<file path="config.mk">
export PLATFORM = sky130hd
export DESIGN_NAME = gpio_pin_config_output
export DESIGN_NICKNAME = d
export VERILOG_FILES = /design/src/verilog/gpio_cfg_pkg.sv /design/src/verilog/gpio_pin_config_output.sv
export SDC_FILE = /design/constraint.sdc
export NUM_CORES = 1
export LEC_CHECK = 0
export BUFFER_PORTS_ARGS = -buffer_cell sky130_fd_sc_hd__buf_2
export CORE_MARGIN = 10
export CORE_UTILIZATION = 45
export CTS_BUF_LIST = sky130_fd_sc_hd__clkbuf_4
export DETAILED_ROUTE_END_ITERATION = 10
export HOLD_SLACK_MARGIN = 0.15
export PLACE_DENSITY = 0.61
export SLEW_MARGIN = 0
export SYNTH_ARGS = -nofsm -noshare
export SYNTH_HDL_FRONTEND = slang
export SYNTH_SLANG_ARGS = --single-unit
</file>
<file path="constraint.sdc">
create_clock -name clock_i -period 7.9 [get_ports clock_i]
set_clock_uncertainty 0.2 [all_clocks]
set_input_delay 1.975 -clock clock_i [delete_from_list [all_inputs] [get_ports clock_i]]
set_output_delay 1.975 -clock clock_i [all_outputs]
set_load 0.1 [all_outputs]
</file>
<file path="src/verilog/gpio_cfg_pkg.sv">
// package: register offsets, field positions, reset values and states of the pin configuration bank
package gpio_cfg_pkg;

  // ----------------------------------------------------------------
  // register pointer values (low three bits of the command byte)
  // ----------------------------------------------------------------
  localparam logic [2:0] OFS_INPUT    = 3'h0;
  localparam logic [2:0] OFS_BANK     = 3'h2;
  localparam logic [2:0] OFS_PULL_SEL = 3'h3;
  localparam logic [2:0] OFS_DIR      = 3'h4;
  localparam logic [2:0] OFS_OUT      = 3'h5;

  // ----------------------------------------------------------------
  // field positions
  // ----------------------------------------------------------------
  localparam int HOLD_BIT = 0;   // hold_enable_bit in bank_hold_pull_enable
  localparam int PULL_BIT = 1;   // pull_enable_bit in bank_hold_pull_enable
  localparam int AI_BIT   = 7;   // pointer_increment_flag in the command byte

  // ----------------------------------------------------------------
  // values after reset
  // ----------------------------------------------------------------
  localparam logic [7:0] RST_BANK     = 8'h00;
  localparam logic [7:0] RST_PULL_SEL = 8'hFF;
  localparam logic [7:0] RST_DIR      = 8'hFF;
  localparam logic [7:0] RST_OUT      = 8'h00;
  localparam logic [7:0] RST_BYTE     = 8'h00;
  localparam logic [2:0] RST_PTR      = 3'h0;

  // ----------------------------------------------------------------
  // serial link constants
  // ----------------------------------------------------------------
  localparam logic [6:0] DEV_ADDR_BASE = 7'h20;  // select pin supplies bit 0
  localparam logic [3:0] BIT_LAST      = 4'h7;
  localparam logic [3:0] BIT_FULL      = 4'h8;
  localparam logic [3:0] BIT_ZERO      = 4'h0;

  // ----------------------------------------------------------------
  // protocol states
  // ----------------------------------------------------------------
  typedef enum logic [3:0] {
    st_idle,
    st_addr,
    st_addr_ack,
    st_cmd,
    st_cmd_ack,
    st_wdata,
    st_wdata_ack,
    st_rdata,
    st_rdata_ack
  } link_state_t;

endpackage

</file>
<file path="src/verilog/gpio_pin_config_output.sv">
// design: serial-bus register bank holding pull, hold, direction and output level settings of eight pins
`timescale 1ns/1ps

module gpio_pin_config_output (
  // clock and reset
  input  wire logic       clock_i,
  input  wire logic       reset_i,
  // serial link (open drain data)
  input  wire logic       scl_i,
  input  wire logic       sda_i,
  output logic            sda_o,
  output logic            sda_oe_o,
  input  wire logic       addr_sel_i,
  // pin bank
  input  wire logic [7:0] pin_level_i,
  output logic      [7:0] pin_out_o,
  output logic      [7:0] pin_oe_o,
  output logic      [7:0] pull_up_o,
  output logic      [7:0] pull_dn_o,
  output logic            hold_en_o
);

  // cleared byte value for shift and read paths; declared ahead of every use
  localparam logic [7:0] RST_BYTE_C = gpio_cfg_pkg::RST_BYTE;

  // ----------------------------------------------------------------
  // synchronisers and edge detection
  // ----------------------------------------------------------------
  logic       scl_m_r, scl_s_r, scl_d_r;
  logic       sda_m_r, sda_s_r, sda_d_r;
  logic       sel_m_r, sel_s_r;
  logic [7:0] pin_m_r, pin_s_r;

  // two stages per pin; the third scl/sda stage only feeds edge detection
  always_ff @(posedge clock_i or posedge reset_i) begin
    if (reset_i) begin
      {scl_m_r, scl_s_r, scl_d_r} <= 3'h7;
      {sda_m_r, sda_s_r, sda_d_r} <= 3'h7;
      {sel_m_r, sel_s_r}          <= 2'h0;
      pin_m_r                     <= RST_BYTE_C;
      pin_s_r                     <= RST_BYTE_C;
    end else begin
      {scl_m_r, scl_s_r, scl_d_r} <= {scl_i, scl_m_r, scl_s_r};
      {sda_m_r, sda_s_r, sda_d_r} <= {sda_i, sda_m_r, sda_s_r};
      {sel_m_r, sel_s_r}          <= {addr_sel_i, sel_m_r};
      pin_m_r                     <= pin_level_i;
      pin_s_r                     <= pin_m_r;
    end
  end

  wire logic scl_rise  = scl_s_r & ~scl_d_r;
  wire logic scl_fall  = ~scl_s_r & scl_d_r;
  wire logic start_det = scl_s_r & scl_d_r & sda_d_r & ~sda_s_r;
  wire logic stop_det  = scl_s_r & scl_d_r & ~sda_d_r & sda_s_r;

  // ----------------------------------------------------------------
  // protocol state
  // ----------------------------------------------------------------
  gpio_cfg_pkg::link_state_t state_r;
  logic [3:0] cnt_r;
  logic [7:0] sh_r;
  logic [2:0] ptr_r;
  logic       ai_r;
  logic       rw_r;
  logic       nack_r;
  logic       sda_oe_r;
  logic [7:0] bank_r, sel_r, dir_r, out_r;
  logic [7:0] rd_data;

  // decode of the current state and of the byte just shifted in
  wire logic rx_state  = (state_r == gpio_cfg_pkg::st_addr) | (state_r == gpio_cfg_pkg::st_cmd) |
                         (state_r == gpio_cfg_pkg::st_wdata);
  wire logic byte_full = (cnt_r == gpio_cfg_pkg::BIT_FULL);
  wire logic addr_hit  = (sh_r[7:1] == {gpio_cfg_pkg::DEV_ADDR_BASE[6:1], sel_s_r});
  wire logic wr_commit = scl_fall & (state_r == gpio_cfg_pkg::st_wdata_ack);
  wire logic load_rd   = scl_fall & (((state_r == gpio_cfg_pkg::st_addr_ack) & rw_r) |
                                     ((state_r == gpio_cfg_pkg::st_rdata_ack) & ~nack_r));
  wire logic [2:0] ptr_step = ptr_r + {2'h0, ai_r};   // 3 bits, so 7 wraps to 0

  // read selection; the input register sees the synchronised pins
  assign rd_data = (ptr_r == gpio_cfg_pkg::OFS_INPUT)    ? pin_s_r :
                   (ptr_r == gpio_cfg_pkg::OFS_BANK)     ? bank_r  :
                   (ptr_r == gpio_cfg_pkg::OFS_PULL_SEL) ? sel_r   :
                   (ptr_r == gpio_cfg_pkg::OFS_DIR)      ? dir_r   :
                   (ptr_r == gpio_cfg_pkg::OFS_OUT)      ? out_r   :
                   RST_BYTE_C;

  // byte engine: bits are taken on scl rise, sda changes only on scl fall
  always_ff @(posedge clock_i or posedge reset_i) begin
    if (reset_i) begin
      state_r  <= gpio_cfg_pkg::st_idle;
      cnt_r    <= gpio_cfg_pkg::BIT_ZERO;
      sh_r     <= RST_BYTE_C;
      ptr_r    <= gpio_cfg_pkg::RST_PTR;
      ai_r     <= 1'b0;
      rw_r     <= 1'b0;
      nack_r   <= 1'b0;
      sda_oe_r <= 1'b0;
    end else if (start_det) begin
      state_r  <= gpio_cfg_pkg::st_addr;
      cnt_r    <= gpio_cfg_pkg::BIT_ZERO;
      sda_oe_r <= 1'b0;
    end else if (stop_det) begin
      state_r  <= gpio_cfg_pkg::st_idle;
      sda_oe_r <= 1'b0;
    end else if (scl_rise) begin
      if (rx_state && !byte_full) begin
        sh_r  <= {sh_r[6:0], sda_s_r};
        cnt_r <= cnt_r + 4'h1;
      end
      if (state_r == gpio_cfg_pkg::st_rdata_ack) begin
        nack_r <= sda_s_r;
      end
    end else if (scl_fall) begin
      unique case (state_r)
        gpio_cfg_pkg::st_addr: begin
          if (byte_full) begin
            state_r  <= addr_hit ? gpio_cfg_pkg::st_addr_ack : gpio_cfg_pkg::st_idle;
            sda_oe_r <= addr_hit;
            rw_r     <= sh_r[0];
          end
        end
        gpio_cfg_pkg::st_cmd: begin
          if (byte_full) begin
            state_r  <= gpio_cfg_pkg::st_cmd_ack;
            sda_oe_r <= 1'b1;
            ptr_r    <= sh_r[2:0];
            ai_r     <= sh_r[gpio_cfg_pkg::AI_BIT];
          end
        end
        gpio_cfg_pkg::st_wdata: begin
          if (byte_full) begin
            state_r  <= gpio_cfg_pkg::st_wdata_ack;
            sda_oe_r <= 1'b1;
          end
        end
        gpio_cfg_pkg::st_addr_ack,
        gpio_cfg_pkg::st_rdata_ack: begin
          cnt_r <= gpio_cfg_pkg::BIT_ZERO;
          if (load_rd) begin
            state_r  <= gpio_cfg_pkg::st_rdata;
            sh_r     <= rd_data;
            sda_oe_r <= ~rd_data[7];
          end else begin
            state_r  <= rw_r ? gpio_cfg_pkg::st_idle : gpio_cfg_pkg::st_cmd;
            sda_oe_r <= 1'b0;
          end
        end
        gpio_cfg_pkg::st_cmd_ack,
        gpio_cfg_pkg::st_wdata_ack: begin
          state_r  <= gpio_cfg_pkg::st_wdata;
          cnt_r    <= gpio_cfg_pkg::BIT_ZERO;
          sda_oe_r <= 1'b0;
          if (state_r == gpio_cfg_pkg::st_wdata_ack) begin
            ptr_r <= ptr_step;
          end
        end
        gpio_cfg_pkg::st_rdata: begin
          cnt_r <= cnt_r + 4'h1;
          if (cnt_r == gpio_cfg_pkg::BIT_LAST) begin
            state_r  <= gpio_cfg_pkg::st_rdata_ack;
            sda_oe_r <= 1'b0;                            // master owns the ack slot
            ptr_r    <= ptr_step;
          end else begin
            sh_r     <= {sh_r[6:0], 1'b0};
            sda_oe_r <= ~sh_r[6];
          end
        end
        default: begin
          state_r <= gpio_cfg_pkg::st_idle;
        end
      endcase
    end
  end

  // ----------------------------------------------------------------
  // settings registers
  // ----------------------------------------------------------------
  // written only at the end of the acknowledge bit, so an aborted byte changes nothing
  always_ff @(posedge clock_i or posedge reset_i) begin
    if (reset_i) begin
      bank_r <= gpio_cfg_pkg::RST_BANK;
      sel_r  <= gpio_cfg_pkg::RST_PULL_SEL;
      dir_r  <= gpio_cfg_pkg::RST_DIR;
      out_r  <= gpio_cfg_pkg::RST_OUT;
    end else if (wr_commit) begin
      if (ptr_r == gpio_cfg_pkg::OFS_BANK) bank_r <= sh_r;
      if (ptr_r == gpio_cfg_pkg::OFS_PULL_SEL) sel_r <= sh_r;
      if (ptr_r == gpio_cfg_pkg::OFS_DIR) dir_r <= sh_r;
      if (ptr_r == gpio_cfg_pkg::OFS_OUT) out_r <= sh_r;
    end
  end

  // ----------------------------------------------------------------
  // pin drive
  // ----------------------------------------------------------------
  // hold wins over pulls, so selector writes under hold stay invisible
  wire logic hold_on = bank_r[gpio_cfg_pkg::HOLD_BIT];
  wire logic pull_on = bank_r[gpio_cfg_pkg::PULL_BIT] & ~hold_on;

  always_ff @(posedge clock_i or posedge reset_i) begin
    if (reset_i) begin
      hold_en_o <= 1'b0;
      sda_o     <= 1'b0;
    end else begin
      hold_en_o <= hold_on;
      sda_o     <= 1'b0;                     // open drain: only the enable toggles
    end
  end

  assign sda_oe_o = sda_oe_r;

  // one set of drive flops per pin
  for (genvar i = 0; i < 8; i++) begin : g_pin
    always_ff @(posedge clock_i or posedge reset_i) begin
      if (reset_i) begin
        pin_oe_o[i]  <= 1'b0;
        pin_out_o[i] <= 1'b0;
        pull_up_o[i] <= 1'b0;
        pull_dn_o[i] <= 1'b0;
      end else begin
        pin_oe_o[i]  <= ~dir_r[i];
        pin_out_o[i] <= out_r[i] & ~dir_r[i];
        pull_up_o[i] <= pull_on & sel_r[i];
        pull_dn_o[i] <= pull_on & ~sel_r[i];
      end
    end
  end
endmodule
</file>
==> flow_metrics.env <==
export IMPL_synthCells=403
export IMPL_dieArea_um2=15500
export IMPL_p_sw_share_pct=28.1
export IMPL_multi_input_area_um2=1870
export IMPL_fin_worst_hold_slack_ns=0.167
export IMPL_grt_overflow=0
export IMPL_synth_flop_cell="dfrtp_1"
export IMPL_cts_buffer_depth=2
export IMPL_avgSynthCellArea_um2=12.2
export IMPL_pwr_share_clk_pct=25.9
export IMPL_dr_total_vias=3042
export IMPL_antenna_cells=0
export IMPL_ir_worst_vdd_v=0.0000893
export IMPL_drc_errors=0
export IMPL_regArea_um2=2830
export IMPL_ctsResizeCount=0
export IMPL_cp_slowest_stage_delay_ns=0.42
export IMPL_critPathMaxFanout=2
export IMPL_worstHoldStart="scl_m_r$_DFF_PP1_"
export IMPL_yosys_warnings=0
export IMPL_core_area_um2=10700
export IMPL_ys_seq_area_share_pct=57.6
export IMPL_finalWirelength_um=9730
export IMPL_cts_root_buf="clkbuf_4"
export IMPL_grt_max_degree=72
export IMPL_nFillCells=1008
export IMPL_dp_hpwl_um=6550
export IMPL_tightest_slew_ns=0.916
export IMPL_setup_worst_path_class="register to output port"
export IMPL_setup_viol=0
export IMPL_cp_buffers_inverters=1
export IMPL_clk_pin_slew_ns=0.16
export IMPL_postCtsSetupBuffers=0
export IMPL_synth_edf_count=0
export IMPL_start_util_pct=45.7
export IMPL_grt_pass1_wl_um=16400
export IMPL_cp_top_family="buffers and inverters"
export IMPL_clock_latency_ns=0.47
export IMPL_setup_tns_ns=0
export IMPL_pin_count=48
export IMPL_crit_arrival_ns=1.25
export IMPL_nets=458
export IMPL_slowest_stage="buf_2"
export IMPL_syn_nets=424
export IMPL_startpoint="sda_oe_o$_DFFE_PP0P_"
export IMPL_maxCapViolCount=0
export IMPL_hold_buffers=0
export IMPL_status="completed"
export IMPL_gp_congestion=0.779
export IMPL_finalCritPeriodShare_pct=43.3
export IMPL_drv_slew=0
export IMPL_rows=38
export IMPL_tritoncts="built"
export IMPL_yosysUniqueCellTypes=62
export IMPL_grt_usage_pct=12.7
export IMPL_slew_headroom_pct=38.9
export IMPL_die_w_um=125
export IMPL_max_freq_mhz=292
export IMPL_startpoint_type="register"
export IMPL_fp_dieH_um=125
export IMPL_h_tree_depth=3
export IMPL_rsz0062_at_grt="false"
export IMPL_first_pass_iters=4
export IMPL_power_density_nw_per_um2=186
export IMPL_cp_required_ns=5.73
export IMPL_async_flop_share_pct=100
export IMPL_final_common_cell="dfrtp_1"
export IMPL_ant_nets=0
export IMPL_antenna_found_initial=0
export IMPL_switchingPower_w=0.000278
export IMPL_worst_hold_path_type="register to register"
export IMPL_numPortBuffers=46
export IMPL_crit_chain="buf_2"
export IMPL_leakagePower_nw=2.46
export IMPL_vias_per_cell=5.23
export IMPL_cts_num_sinks=112
export IMPL_final_cell_mix="dfrtp_1, buf_2, mux2_2"
export IMPL_drive_gt1_share_pct=30.3
export IMPL_finalWorstPathRequiredPeriod_ns=3.42
export IMPL_routedWlPerCell_um=16.7
export IMPL_ys_ff_latch=112
export IMPL_drt_iter0_markers=156
export IMPL_hold_viol=0
export IMPL_endpoint_kind="output port"
export IMPL_synthToLayoutAreaGrowth_pct=7.86
export IMPL_pwr_share_comb_pct=8.7
export IMPL_rr_startpoint="scl_d_r$_DFF_PP1_"
export IMPL_power_frac_seq_pct=65.3
export IMPL_p_int_w=0.000711
export IMPL_cts_made_buffers=9
export IMPL_grt_pass1_vias=3109
export IMPL_synth_area_um2=4920
power by group through the flow:
stage | combinational [W] | sequential [W] | clock, W
floorplan | 0.0000738 | 0.000635 | 0
global placement | 0.0000846 | 0.000653 | 0
detailed placement | 0.0000874 | 0.000655 | 0
CTS | 0.0000875 | 0.000645 | 0.000266
global route | 0.0000980 | 0.000652 | 0.000290
finish | 0.0000865 | 0.000645 | 0.000256
cells in the mapped netlist (5+ instances only):
master,n,area (µm²)
a2bb2oi_1,14,123
dfrtp_1,90,2250
nor2_1,26,97.6
dfstp_2,22,578
nor3_1,10,50.1
nor2b_1,12,75.1
clkbuf_1,6,22.5
and2_1,10,62.6
a21oi_1,17,85.1
mux2i_1,12,120
inv_1,18,67.6
ha_1,8,100
nand2b_1,5,31.3
o21ai_0,12,60.1
mux2_2,41,462
nand2_1,18,67.6
buf_4,6,45.0
buf_2,8,40.0
worst reg2reg max path: stages, from the launching register on:
cell and delay [ns]:
dfstp_2 0.59, inv_1 0.05, ha_1 0.37, nor2_2 0.70
a2111oi_4 0.11, a31oi_1 0.19, a21bo_2 0.23
through the flow:
stage | area (µm²) | util (%) | std cells | total power (W) | setup slack [ns]
2_1_floorplan | 4920 | - | 403 | 0.000709 | 2.80
3_3_place_gp | 5190 | 48.3 | 566 | 0.000738 | 4.41
5_1_grt | 5300 | 49.3 | 582 | 0.00104 | 4.38
6_report | 5300 | 49.3 | 582 | 0.000988 | 4.48
4_1_cts | 5300 | 49.3 | 582 | 0.000998 | 4.44
3_5_place_dp | 5190 | 48.3 | 566 | 0.000742 | 4.37
layout make-up:
class	count	area share, %
multi-input combinational	249	35.3
tap	140	3.30
sequential	112	53.4
inverter	18	1.32
timing repair buffer	47	4.48
clock buffer	10	1.42
clock inverter	6	0.779
cells by family after synthesis:
group / share of synthesized area (%)
muxes: 12.3
adders and majority gates: 2.04
AOI/OAI and AO/OA: 11.3
and+or+nand+nor: 12.0
buffers and inverters: 4.33
DFF: 57.6
other: 0.0763
xor gates and xnor gates: 0.356
sequential cells by signal (all words and copies together), names as in the netlist, 3 cells and up:
signal,cells
bank_r,8
dir_r,8
out_r,8
pin_m_r,8
pin_oe_o,8
pin_out_o,8
pin_s_r,8
pull_dn_o,8
pull_up_o,8
sel_r,8
sh_r,8
cnt_r,4
state_r,4
ptr_r,3
path summary, 6_finish.rpt:
path | end | slack [ns] | depth (start not counted)
max in group asynchronous | dir_r[2]$_DFFE_PP1P_ | 4.97 | 3
max | sda_oe_o | 4.48 | 1
min | scl_s_r$_DFF_PP1_ | 0.17 | 0
max reg2reg | cnt_r[2]$_DFFE_PP0P_ | 5.38 | 6
min reg2reg | scl_s_r$_DFF_PP1_ | 0.17 | 0
min in group asynchronous | pull_up_o[0]$_DFF_PP0_ | 1.46 | 2
per-layer routing:
metal | track usage (%) | up-vias | part of all wire (%)
met1 | 17.7 | 1504 | 50
met5 | 0 | - | 0
met3 | 2.77 | 10 | 3.4
li1 | - | 1473 | -
met2 | 18.8 | 55 | 45
met4 | 5.21 | 0 | 1.3
Note: power is estimated with default switching activity, not from simulation.
